File: src/hsdp_defs.vh
// Constants for the host slave data phase bridge block
`ifndef HSDP_DEFS_VH
`define HSDP_DEFS_VH

// ----------------------------------------
// Register offsets (byte addresses)
// ----------------------------------------
`define HSDP_OFS_MISC      8'h00
`define HSDP_OFS_MISC2     8'h04
`define HSDP_OFS_IMG0      8'h08
`define HSDP_OFS_IMG1      8'h0C
`define HSDP_OFS_STATUS    8'h10

// ----------------------------------------
// Field positions and reset values
// ----------------------------------------
`define HSDP_BIT_BYTE_ORDER 0
`define HSDP_BIT_SPEEDUP    0
`define HSDP_BIT_POST_EN    0
`define HSDP_BIT_SPACE      1
`define HSDP_RST_MISC       1'h0
`define HSDP_RST_MISC2      1'h0
`define HSDP_RST_IMG        2'h0

// ----------------------------------------
// PCI commands
// ----------------------------------------
`define HSDP_CMD_IO_RD     4'h2
`define HSDP_CMD_IO_WR     4'h3
`define HSDP_CMD_MEM_RD    4'h6
`define HSDP_CMD_MEM_WR    4'h7

// ----------------------------------------
// Queue entry counts and timing counts
// ----------------------------------------
`define HSDP_SINGLE_ENTRIES 7'h02
`define HSDP_BURST_ENTRIES  7'h05
`define HSDP_BURST_BEATS    2'h3
`define HSDP_GAP_SLOW       2'h2
`define HSDP_GAP_FAST       2'h0

`endif

File: src/hsdp_host_slave_data_phase.v
// Data phase of the host slave channel: lane mapping, write queue, reads
//
// Function
// - PCI little-endian; host big-endian unless selected
// - Little-endian keeps lanes, translates byte addressing
// - Size codes decoded, clipped at word boundary
// - Big-endian swaps byte lanes, addressing preserved
// - Post single writes when image enables it
// - Image-select level picks image control register
// - Burst writes are always posted
// - Posted write acknowledged once queued
// - One delayed write; others retried meanwhile
// - Address entry then data entries queued
// - Attributes captured at queue time
// - Narrow writes never merged into entries
// - Retry single write unless two entries free
// - Request PCI for writes only with a complete queued transaction
// - Burst write takes five entries, retried unless five free
// - Bursts forwarded with linear incrementing addresses
// - Burst write to I/O or registers errors
// - Speed-up bit shortens idle gap between writes
// - Latch read, retry later cycles until done
// - Read via PCI into return queue, terminate normally
// - Burst read to I/O or registers errors
// - Burst read delivers four beats
// - Memory images map to memory, I/O to I/O
//
// Added by the designer: the register offsets and the strobed register port.
`timescale 1ns/10ps
`include "hsdp_defs.vh"

module hsdp_host_slave_data_phase #(
  parameter QDEPTH = 64,                // Write queue entries (256 bytes)
  parameter QAW    = 6                  // Write queue pointer width
) (
  input  wire        ref_clk,           // Core clock, host bus clock
  input  wire        rst_b,             // Asynchronous reset, active low
  input  wire        ce,                // Clock enable, freezes all state but the reset synchronizer
  input  wire [7:0]  regAddr,           // Register byte address
  input  wire [31:0] regWrData,         // Register write data
  input  wire        regWr,             // Register write strobe
  input  wire        regRd,             // Register read strobe
  output reg  [31:0] regRdData,         // Register read data, next cycle
  input  wire        hostStart,         // Host cycle start pulse
  input  wire        hostWrite,         // Cycle is a write
  input  wire        hostBurst,         // Cycle is a four-beat burst
  input  wire        hostRegHit,        // Cycle targets own registers
  input  wire [31:0] hostAddr,          // Host address
  input  wire [31:0] hostWrData,        // Host write data, host lanes
  input  wire [1:0]  transferSizeCode,  // Size code of the cycle
  input  wire        imageSelect,       // Picks slave image 0 or 1
  input  wire        hostBeat,          // Burst write data beat valid
  output reg         hostAck,           // Data acknowledge pulse
  output reg         hostRetry,         // Retry pulse
  output reg         hostBusErr,        // Bus error pulse
  output reg  [31:0] hostRdData,        // Read data with hostAck
  input  wire        pciClk,            // PCI clock, sampled
  input  wire        pciGnt,            // Bus grant
  input  wire        pciTrdy,           // Target took or gave a beat
  input  wire        pciAbort,          // Target ended with error
  input  wire [31:0] pciAdIn,           // Read data from target
  output reg         pciReq,            // Bus request
  output reg         pciAddrPhase,      // Address phase valid
  output reg         pciDataPhase,      // Data phase valid
  output reg         pciLast,           // Final data phase
  output reg  [31:0] pciAdOut,          // Address or write data
  output reg  [3:0]  pciCbe             // Command or byte enables, low
);

  // ----------------------------------------
  // States
  // ----------------------------------------
  localparam H_IDLE  = 6'b000001;
  localparam H_WD    = 6'b000010;
  localparam H_BURST = 6'b000100;
  localparam H_DWR   = 6'b001000;
  localparam H_RD    = 6'b010000;
  localparam H_RET   = 6'b100000;
  localparam M_IDLE  = 3'b001;
  localparam M_WDATA = 3'b010;
  localparam M_RDATA = 3'b100;

  // ----------------------------------------
  // Declarations
  // ----------------------------------------
  reg  [1:0]  rstSync_q;
  wire        rstN;
  reg  [35:0] syncA_q;
  reg  [35:0] syncB_q;
  reg         pciClkPrev_q;
  wire        pciEdge;
  reg         hostByteOrderCtl_q;
  reg         postedWriteSpeedup_q;
  reg  [1:0]  slaveImageControl0_q;
  reg  [1:0]  slaveImageControl1_q;
  wire [1:0]  selCtl;
  wire        leMode;
  wire [35:0] wrMap;
  wire [35:0] burstMap;
  wire [35:0] rdMap;
  reg  [37:0] outboundWriteQueue [0:QDEPTH-1];
  reg  [QAW-1:0] qWrPtr_q;
  reg  [QAW-1:0] qRdPtr_q;
  reg  [QAW:0]   qCount_q;
  reg  [QAW:0]   qTxn_q;
  wire [QAW:0]   qFree;
  reg         pushEn_q;
  reg  [37:0] pushEnt_q;
  wire        pop;
  wire [37:0] qHead;
  wire [37:0] qNext;
  reg  [31:0] readReturnQueue [0:3];
  reg  [1:0]  rrqWrIdx_q;
  reg  [5:0]  hState_q;
  reg  [1:0]  beatCnt_q;
  reg  [35:0] pendData_q;
  reg         pendDly_q;
  reg  [31:0] rdAddr_q;
  reg  [3:0]  rdCmd_q;
  reg  [3:0]  rdBe_q;
  reg         rdBurst_q;
  reg         rdGo_q;
  reg         rdLe_q;
  reg  [2:0]  mState_q;
  reg  [1:0]  gapCnt_q;
  reg  [1:0]  rdBeatsLeft_q;
  reg         curDly_q;
  reg         mErr_q;
  reg         mWrDone_q;
  reg         mRdDone_q;
  reg         mPop_q;
  wire        mGnt;
  wire        mTrdy;
  wire        mAbort;
  wire [31:0] mAdIn;

  // ----------------------------------------
  // Lane and byte-enable mapping
  // ----------------------------------------
  // size decode with word clip
  function [35:0] laneMap;
    input [31:0] d;
    input [1:0]  off;
    input [1:0]  siz;
    input        le;
    integer      k;
    integer      n;
    reg   [3:0]  be;
    begin
      n  = (siz == 2'h0) ? 4 : siz;
      be = 4'hF;
      for (k = 0; k < 4; k = k + 1) begin
        if (k >= off && k < off + n) begin
          if (le)
            be[3-k] = 1'b0;
          // big-endian lane k to bit k
          else
            be[k] = 1'b0;
        end
      end
      laneMap = {be, le ? d : {d[7:0], d[15:8], d[23:16], d[31:24]}};
    end
  endfunction

  // ----------------------------------------
  // Reset release and PCI input crossing
  // ----------------------------------------
  // Reset released through two flops
  always @(posedge ref_clk or negedge rst_b) begin
    if (!rst_b)
      rstSync_q <= 2'h0;
    else
      rstSync_q <= {rstSync_q[0], 1'b1};
  end
  assign rstN = rstSync_q[1];

  // two-flop capture of PCI inputs
  // Data sampled only on clock edges, long after it settled
  always @(posedge ref_clk or negedge rstN) begin
    if (!rstN) begin
      syncA_q      <= 36'h0;
      syncB_q      <= 36'h0;
      pciClkPrev_q <= 1'b0;
    end else if (ce) begin
      syncA_q      <= {pciClk, pciGnt, pciTrdy, pciAbort, pciAdIn};
      syncB_q      <= syncA_q;
      pciClkPrev_q <= syncB_q[35];
    end
  end
  assign pciEdge = syncB_q[35] & ~pciClkPrev_q;
  assign mGnt    = syncB_q[34];
  assign mTrdy   = syncB_q[33];
  assign mAbort  = syncB_q[32];
  assign mAdIn   = syncB_q[31:0];

  // ----------------------------------------
  // Register file
  // ----------------------------------------
  // Software writes and one-cycle read data
  always @(posedge ref_clk or negedge rstN) begin
    if (!rstN) begin
      hostByteOrderCtl_q   <= `HSDP_RST_MISC;
      postedWriteSpeedup_q <= `HSDP_RST_MISC2;
      slaveImageControl0_q <= `HSDP_RST_IMG;
      slaveImageControl1_q <= `HSDP_RST_IMG;
      regRdData            <= 32'h0;
    end else if (ce) begin
      regRdData <= 32'h0;
      if (regWr) begin
        case (regAddr)
          `HSDP_OFS_MISC:
            hostByteOrderCtl_q <= regWrData[`HSDP_BIT_BYTE_ORDER];
          `HSDP_OFS_MISC2:
            postedWriteSpeedup_q <= regWrData[`HSDP_BIT_SPEEDUP];
          `HSDP_OFS_IMG0: slaveImageControl0_q <= regWrData[1:0];
          `HSDP_OFS_IMG1: slaveImageControl1_q <= regWrData[1:0];
          default: ;
        endcase
      end
      if (regRd) begin
        case (regAddr)
          `HSDP_OFS_MISC:   regRdData <= {31'h0, hostByteOrderCtl_q};
          `HSDP_OFS_MISC2:  regRdData <= {31'h0, postedWriteSpeedup_q};
          `HSDP_OFS_IMG0:   regRdData <= {30'h0, slaveImageControl0_q};
          `HSDP_OFS_IMG1:   regRdData <= {30'h0, slaveImageControl1_q};
          `HSDP_OFS_STATUS: regRdData <= {13'h0, mState_q, hState_q,
                                          3'h0, qCount_q};
          default:          regRdData <= 32'h0;
        endcase
      end
    end
  end

  assign selCtl = imageSelect ? slaveImageControl1_q
                              : slaveImageControl0_q;
  assign leMode   = hostByteOrderCtl_q;
  assign wrMap    = laneMap(hostWrData, hostAddr[1:0], transferSizeCode,
                            leMode);
  assign burstMap = laneMap(hostWrData, 2'h0, 2'h0, leMode);
  // Beat count rests at zero outside burst write and burst return, so singles read entry 0
  assign rdMap    = laneMap(readReturnQueue[beatCnt_q], 2'h0, 2'h0, rdLe_q);

  // ----------------------------------------
  // Outbound write queue
  // ----------------------------------------
  // Entry: last, delayed, enables or command, data or address
  assign qHead = outboundWriteQueue[qRdPtr_q];
  assign qNext = outboundWriteQueue[qRdPtr_q + 1'b1];
  assign pop   = mPop_q;
  // Pending push counts as used so back-to-back checks stay honest
  assign qFree = QDEPTH[QAW:0] - qCount_q - {{QAW{1'b0}}, pushEn_q};

  // Storage write port
  always @(posedge ref_clk) begin
    if (ce && pushEn_q)
      outboundWriteQueue[qWrPtr_q] <= pushEnt_q;
  end

  // Pointers, fill level and complete-transaction count
  always @(posedge ref_clk or negedge rstN) begin
    if (!rstN) begin
      qWrPtr_q <= {QAW{1'b0}};
      qRdPtr_q <= {QAW{1'b0}};
      qCount_q <= {(QAW+1){1'b0}};
      qTxn_q   <= {(QAW+1){1'b0}};
    end else if (ce) begin
      if (pushEn_q)
        qWrPtr_q <= qWrPtr_q + 1'b1;
      if (pop)
        qRdPtr_q <= qRdPtr_q + 1'b1;
      qCount_q <= qCount_q + {{QAW{1'b0}}, pushEn_q}
                           - {{QAW{1'b0}}, pop};
      qTxn_q <= qTxn_q + {{QAW{1'b0}}, pushEn_q & pushEnt_q[37]}
                       - {{QAW{1'b0}}, pop & qHead[37]};
    end
  end

  // ----------------------------------------
  // Host side state machine
  // ----------------------------------------
  always @(posedge ref_clk or negedge rstN) begin
    if (!rstN) begin
      hState_q   <= H_IDLE;
      hostAck    <= 1'b0;
      hostRetry  <= 1'b0;
      hostBusErr <= 1'b0;
      hostRdData <= 32'h0;
      pushEn_q   <= 1'b0;
      pushEnt_q  <= 38'h0;
      beatCnt_q  <= 2'h0;
      pendData_q <= 36'h0;
      pendDly_q  <= 1'b0;
      rdAddr_q   <= 32'h0;
      rdCmd_q    <= 4'h0;
      rdBe_q     <= 4'h0;
      rdBurst_q  <= 1'b0;
      rdGo_q     <= 1'b0;
      rdLe_q     <= 1'b0;
    end else if (ce) begin
      hostAck    <= 1'b0;
      hostRetry  <= 1'b0;
      hostBusErr <= 1'b0;
      pushEn_q   <= 1'b0;
      case (hState_q)
        H_IDLE: begin
          if (hostStart) begin
            // burst write to I/O or registers
            // burst read to I/O or registers
            if (hostBurst && (selCtl[`HSDP_BIT_SPACE] || hostRegHit)) begin
              hostBusErr <= 1'b1;
            end else if (!hostWrite) begin
              rdAddr_q  <= {hostAddr[31:2], 2'h0};
              rdBurst_q <= hostBurst;
              rdLe_q    <= leMode;
              rdCmd_q   <= selCtl[`HSDP_BIT_SPACE] ? `HSDP_CMD_IO_RD
                                                   : `HSDP_CMD_MEM_RD;
              rdBe_q    <= hostBurst ? 4'h0 : wrMap[35:32];
              rdGo_q    <= 1'b1;
              hState_q  <= H_RD;
            end else if (hostBurst) begin
              if (qFree >= `HSDP_BURST_ENTRIES) begin
                pushEn_q  <= 1'b1;
                pushEnt_q <= {2'b00, `HSDP_CMD_MEM_WR,
                              hostAddr[31:4], 4'h0};
                beatCnt_q <= 2'h0;
                hState_q  <= H_BURST;
              end else begin
                hostRetry <= 1'b1;
              end
            end else if (qFree >= `HSDP_SINGLE_ENTRIES) begin
              pushEn_q   <= 1'b1;
              pushEnt_q  <= {1'b0, ~selCtl[`HSDP_BIT_POST_EN],
                             selCtl[`HSDP_BIT_SPACE] ? `HSDP_CMD_IO_WR
                                                     : `HSDP_CMD_MEM_WR,
                             hostAddr};
              pendData_q <= wrMap;
              pendDly_q  <= ~selCtl[`HSDP_BIT_POST_EN];
              hState_q   <= H_WD;
            end else begin
              hostRetry <= 1'b1;
            end
          end
        end
        H_WD: begin
          hostRetry <= hostStart;
          pushEn_q  <= 1'b1;
          pushEnt_q <= {1'b1, pendDly_q, pendData_q};
          if (pendDly_q) begin
            hState_q <= H_DWR;
          end else begin
            hostAck  <= 1'b1;
            hState_q <= H_IDLE;
          end
        end
        H_BURST: begin
          if (hostBeat) begin
            pushEn_q  <= 1'b1;
            pushEnt_q <= {beatCnt_q == `HSDP_BURST_BEATS, 1'b0, burstMap};
            hostAck   <= 1'b1;
            beatCnt_q <= beatCnt_q + 1'b1;
            if (beatCnt_q == `HSDP_BURST_BEATS)
              hState_q <= H_IDLE;
          end
        end
        H_DWR: begin
          hostRetry <= hostStart;
          if (mWrDone_q) begin
            hostAck    <= ~mErr_q;
            hostBusErr <= mErr_q;
            hState_q   <= H_IDLE;
          end
        end
        H_RD: begin
          hostRetry <= hostStart;
          if (mRdDone_q) begin
            rdGo_q    <= 1'b0;
            beatCnt_q <= 2'h0;
            if (mErr_q) begin
              hostBusErr <= 1'b1;
              hState_q   <= H_IDLE;
            end else if (rdBurst_q) begin
              hState_q <= H_RET;
            end else begin
              hostAck    <= 1'b1;
              hostRdData <= rdMap[31:0];
              hState_q   <= H_IDLE;
            end
          end
        end
        H_RET: begin
          hostRetry  <= hostStart;
          hostAck    <= 1'b1;
          hostRdData <= rdMap[31:0];
          beatCnt_q  <= beatCnt_q + 1'b1;
          if (beatCnt_q == `HSDP_BURST_BEATS)
            hState_q <= H_IDLE;
        end
        default: hState_q <= H_IDLE;
      endcase
    end
  end

  // ----------------------------------------
  // Read return queue storage
  // ----------------------------------------
  always @(posedge ref_clk) begin
    if (ce && pciEdge && mState_q == M_RDATA && pciDataPhase && mTrdy)
      readReturnQueue[rrqWrIdx_q] <= mAdIn;
  end

  // ----------------------------------------
  // PCI master, stepped on sampled PCI edges
  // ----------------------------------------
  always @(posedge ref_clk or negedge rstN) begin
    if (!rstN) begin
      mState_q      <= M_IDLE;
      gapCnt_q      <= 2'h0;
      rdBeatsLeft_q <= 2'h0;
      rrqWrIdx_q    <= 2'h0;
      curDly_q      <= 1'b0;
      mErr_q        <= 1'b0;
      mWrDone_q     <= 1'b0;
      mRdDone_q     <= 1'b0;
      mPop_q        <= 1'b0;
      pciReq        <= 1'b0;
      pciAddrPhase  <= 1'b0;
      pciDataPhase  <= 1'b0;
      pciLast       <= 1'b0;
      pciAdOut      <= 32'h0;
      pciCbe        <= 4'hF;
    end else if (ce) begin
      mWrDone_q <= 1'b0;
      mRdDone_q <= 1'b0;
      mPop_q    <= 1'b0;
      if (pciEdge) begin
        pciAddrPhase <= 1'b0;
        case (mState_q)
          M_IDLE: begin
            pciDataPhase <= 1'b0;
            pciLast      <= 1'b0;
            if (gapCnt_q != 2'h0) begin
              gapCnt_q <= gapCnt_q - 1'b1;
            end else if (qTxn_q != {(QAW+1){1'b0}}) begin
              pciReq <= 1'b1;
              if (pciReq && mGnt) begin
                pciAddrPhase <= 1'b1;
                pciAdOut     <= qHead[31:0];
                pciCbe       <= qHead[35:32];
                curDly_q     <= qHead[36];
                mErr_q       <= 1'b0;
                mPop_q       <= 1'b1;
                mState_q     <= M_WDATA;
              end
            // Reads wait for the write queue to drain
            end else if (rdGo_q && !mRdDone_q && hState_q == H_RD &&
                         qCount_q == {(QAW+1){1'b0}} && !pushEn_q) begin
              pciReq <= 1'b1;
              if (pciReq && mGnt) begin
                pciAddrPhase  <= 1'b1;
                pciAdOut      <= rdAddr_q;
                pciCbe        <= rdCmd_q;
                rdBeatsLeft_q <= rdBurst_q ? `HSDP_BURST_BEATS : 2'h0;
                rrqWrIdx_q    <= 2'h0;
                mErr_q        <= 1'b0;
                mState_q      <= M_RDATA;
              end
            end else begin
              pciReq <= 1'b0;
            end
          end
          M_WDATA: begin
            if (!pciDataPhase) begin
              pciDataPhase <= 1'b1;
              pciAdOut     <= qHead[31:0];
              pciCbe       <= qHead[35:32];
              pciLast      <= qHead[37];
            end else if (mTrdy || mAbort) begin
              mPop_q <= 1'b1;
              mErr_q <= mErr_q | mAbort;
              if (pciLast) begin
                pciReq       <= 1'b0;
                pciDataPhase <= 1'b0;
                pciLast      <= 1'b0;
                mWrDone_q    <= curDly_q;
                gapCnt_q     <= postedWriteSpeedup_q ? `HSDP_GAP_FAST
                                                     : `HSDP_GAP_SLOW;
                mState_q     <= M_IDLE;
              end else begin
                pciAdOut <= qNext[31:0];
                pciCbe   <= qNext[35:32];
                pciLast  <= qNext[37];
              end
            end
          end
          M_RDATA: begin
            if (!pciDataPhase) begin
              pciDataPhase <= 1'b1;
              pciCbe       <= rdBe_q;
              pciLast      <= rdBeatsLeft_q == 2'h0;
            end else if (mTrdy || mAbort) begin
              rrqWrIdx_q    <= rrqWrIdx_q + 1'b1;
              rdBeatsLeft_q <= rdBeatsLeft_q - 1'b1;
              pciLast       <= rdBeatsLeft_q == 2'h1;
              mErr_q        <= mErr_q | mAbort;
              if (pciLast || mAbort) begin
                pciReq       <= 1'b0;
                pciDataPhase <= 1'b0;
                pciLast      <= 1'b0;
                mRdDone_q    <= 1'b1;
                mState_q     <= M_IDLE;
              end
            end
          end
          default: mState_q <= M_IDLE;
        endcase
      end
    end
  end

endmodule

File: config.mk
export PLATFORM = sky130hd
export DESIGN_NAME = hsdp_host_slave_data_phase
export DESIGN_NICKNAME = d
export VERILOG_FILES = /design/src/hsdp_host_slave_data_phase.v
export VERILOG_INCLUDE_DIRS = /design/src
export SDC_FILE = /design/constraint.sdc
export NUM_CORES = 2
export LEC_CHECK = 0
export BUFFER_PORTS_ARGS = -buffer_cell sky130_fd_sc_hd__buf_2
export CORE_MARGIN = 4
export CORE_UTILIZATION = 55
export DETAILED_ROUTE_END_ITERATION = 8
export PLACE_DENSITY = 0.69
export SLEW_MARGIN = 20
export SYNTH_ARGS = -nofsm -noshare
export SYNTH_HDL_FRONTEND = slang
export SYNTH_SLANG_ARGS = --single-unit
File: constraint.sdc
create_clock -name ref_clk -period 11.5 [get_ports ref_clk]
set_clock_uncertainty 0.15 [all_clocks]
set_input_delay 1.725 -clock ref_clk [delete_from_list [all_inputs] [get_ports ref_clk]]
set_output_delay 1.725 -clock ref_clk [all_outputs]
set_load 0.02 [all_outputs]
==> results.cfg <==
[clocking]
cts.path.max_buffers = 4
cts.htree.levels = 5
cts_buffers = 311
cts_hold_buf = 0
cts_tree = done
cts_root_buf = clkbuf_16
cts.sinks = 2895
cts_setup_buffers = 0
post_cts_resized = 0
worstSkewPairLatency_ns = 0.96
clkTransAtPathRegs_ns = 0.06

[floorplanning]
die_h_um = 499
row_count = 179
initial_core_util = 0.555
die_x_um = 499
coreArea_um2 = 239000
io_pins = 260
fp.dieArea_um2 = 249000

[routing]
drt_iter0_markers = 15300
drtPass1Iterations = 7
vias = 84600
avgViaCountPerCell = 7.53
finalWirelength_um = 455000
drc = 0
ant_nets = 0
routedWlPerCell_um = 40.5

[synthesis]
ys_top_cells_by_count = edfxtp_1 (2560), mux4_2 (1121), nand2_1 (642)
synth.largest_area_cell = edfxtp_1
syn-cell-area_um2 = 132000
synth_compound_area_frac = 0.0481
synth-adder-area-share = 0.00395
synth_cells = 7586
post-synth-top-count-cell = edfxtp_1
yosys_register_bits = 2895
synth_area_per_cell_um2 = 17.5
synth_mux_area_frac = 0.238
ys_warn_count = 0
synthArstFlopShare = 0.116
synth_top_family_by_area = multiplexers
synth-edff-count = 2560
yosysTopAreaCellShare = 0.580
synth_simple_gate_area_frac = 0.0441
synthXorXnorAreaFrac = 0.00192
ys_types = 81
ys.flop_type = edfxtp_1
ys_seq_area_frac = 0.644
synthTopCellsByArea = edfxtp_1 (58%), mux4_2 (19%), dfrtp_1 (6.2%), mux2i_1 (3.2%), nand2_1 (1.8%)

[place]
dpl.hpwl_um = 267000
portBuffers = 213
place.gp.congestion = 0.914

[timing]
worst_pin_slew_ns = 1.27
setup_tns_ns = 0
period_needed_ns = 6.08
rsz0062_at_grt = false
setup_viol = 0
period_share = 0.528
hold_viol = 0
timing.slew.headroom = 0.156
hold_slack_ns = 0.187
drv_slew = 0
max_freq_mhz = 165

[hold_path]
hp-class = reg -> async

[setup_path]
ff2ff_path_depth = 18
cp.arrival_ns = 6.74
required_ns = 12.16
endpoint = qTxn_q[6]$_DFFE_PN0P_
cp-end-kind = register
startpoint = qRdPtr_q[0]$_DFFE_PN0P_
path_class = reg -> reg
rrSetupSlack_ns = 5.42
rr_endpoint = qTxn_q[6]$_DFFE_PN0P_
crit_fanout = 112
cp-start-kind = register
r2r-start = qRdPtr_q[0]$_DFFE_PN0P_

[cells_and_area]
final_util = 0.621
drive_gt1_frac = 0.297
fin_nets = 8019
area_growth_pct = 11.9

[power]
leakage_nw = 47.7
vdd_drop_max_mv = 0.245
power_density_nw_per_um2 = 234

[grt]
antenna_found_initial = 24
grtUsageMet2 = 0.524
use_met1 = 0.474
grt_use_met3 = 0.140
grt_start_max_net_pins = 138
track_usage = 0.363
grt_pass1_vias = 81900
gr-total-overflow = 0
grt_pass1_wl_um = 634000
top_usage_layer = met2

[outcome]
status = completed

[run]
maxCapViolations = 0
==> cell usage in the layout (no fill, tap or decap), types with 50 or more instances in the layout <==
cell type	synthesis	final
a21oi_1	155	154
a22oi_1	95	95
a31oi_1	72	72
buf_2	215	212
buf_4	18	246
clkbuf_1	252	69
clkbuf_16	0	319
clkinv_1	2	52
dfrtp_1	329	297
edfxtp_1	2560	2560
inv_1	60	59
mux2_2	183	183
mux2i_1	418	418
mux4_2	1121	1121
nand2_1	642	639
nand3_1	185	183
nor2_1	235	158
nor2_4	0	68
nor3_1	53	50
o21ai_0	186	183
o221ai_1	63	63
o22ai_1	124	124
==> worst min-delay path by stage <==
stage,slack [ns],cells after the start,endpoint
3_5_place_dp,0.20,0,rstSync_q[1]$_DFF_PN0_
6_report,0.19,0,syncA_q[19]$_DFFE_PN0P_
3_3_place_gp,0.19,0,rstSync_q[1]$_DFF_PN0_
5_1_grt,0.23,0,rstSync_q[1]$_DFF_PN0_
4_1_cts,0.21,0,rstSync_q[1]$_DFF_PN0_
2_1_floorplan,0.18,0,rstSync_q[1]$_DFF_PN0_
==> where the power goes <==
| group | switching, mW | internal [mW] | leakage, nW |
|---|---|---|---|
| Sequential | 1.14 | 13.2 | 27.2 |
| Combinational | 5.66 | 4.85 | 15.8 |
| Clock | 4.10 | 5.74 | 4.75 |
| Total | 10.9 | 23.8 | 47.7 |
==> layer usage <==
layer,wire [um],vias to the layer above
met5,251,-
met4,31900,14
met3,73100,1559
met2,199000,7538
met1,151000,43700
li1,-,31800
==> metrics by stage <==
stage                     total power [mW]  setup slack, ns  instances  cell area [um^2]
final                                 34.7             5.42      11200            148000
after global routing                  35.9             5.15      11200            148000
after CTS                             34.6             5.45      11200            148000
after detailed placement              24.9             5.48      10700            138000
after global placement                24.7             5.53      10700            138000
after floorplan                       21.9             1.33       7601            133000
==> flip-flops by register name (all words and copies together) (netlist names), 6 cells and up <==
| register | flops |
|---|---|
| qRdPtr_q | 6 |
| pciAdOut | 32 |
| outboundWriteQueue | 2432 |
| qCount_q | 7 |
| pushEnt_q | 38 |
| hostRdData | 32 |
| syncB_q | 36 |
| rdAddr_q | 30 |
| qWrPtr_q | 6 |
| pendData_q | 36 |
| qTxn_q | 7 |
| hState_q | 6 |
| syncA_q | 36 |
| regRdData | 16 |
| readReturnQueue | 128 |
==> cell type report <==
| cell class | instances | area [um^2] |
|---|---|---|
| clock inverter | 140 | 1370 |
| multi-input combinational | 4070 | 45300 |
| sequential | 2895 | 85400 |
| clock buffer | 399 | 8390 |
| fill | 16800 | 90600 |
| inverter | 63 | 243 |
| antenna | 16 | 40.0 |
| timing repair buffer | 485 | 3490 |
| tap | 3167 | 3960 |
==> cell families (layout without fill, tap and decap cells) <==
logic type / Yosys count / count (layout)
compound gates: 946 / 946
xor+xnor: 29 / 29
fa+ha+maj: 40 / 40
buf+inv: 636 / 1087
flops: 2895 / 2895
mux: 1722 / 1722
other cells: 2 / 33
simple gates: 1316 / 1316
==> critical path: stages (launching register included) <==
cell and delay [ns]:
dfrtp_4 0.76, buf_12 0.59, buf_4 0.73, mux4_2 0.64, o22ai_1 0.19, a211oi_1 0.11, o32a_1 0.48, and2_1 0.22
ha_1 0.27, inv_1 0.04, ha_1 0.20, fa_1 0.44, a21oi_1 0.16, o21bai_1 0.11, a21oi_1 0.17, o21bai_1 0.10
xnor2_1 0.14, nand2_1 0.08, xnor2_1 0.15
Note: power is estimated with default switching activity, not from simulation.
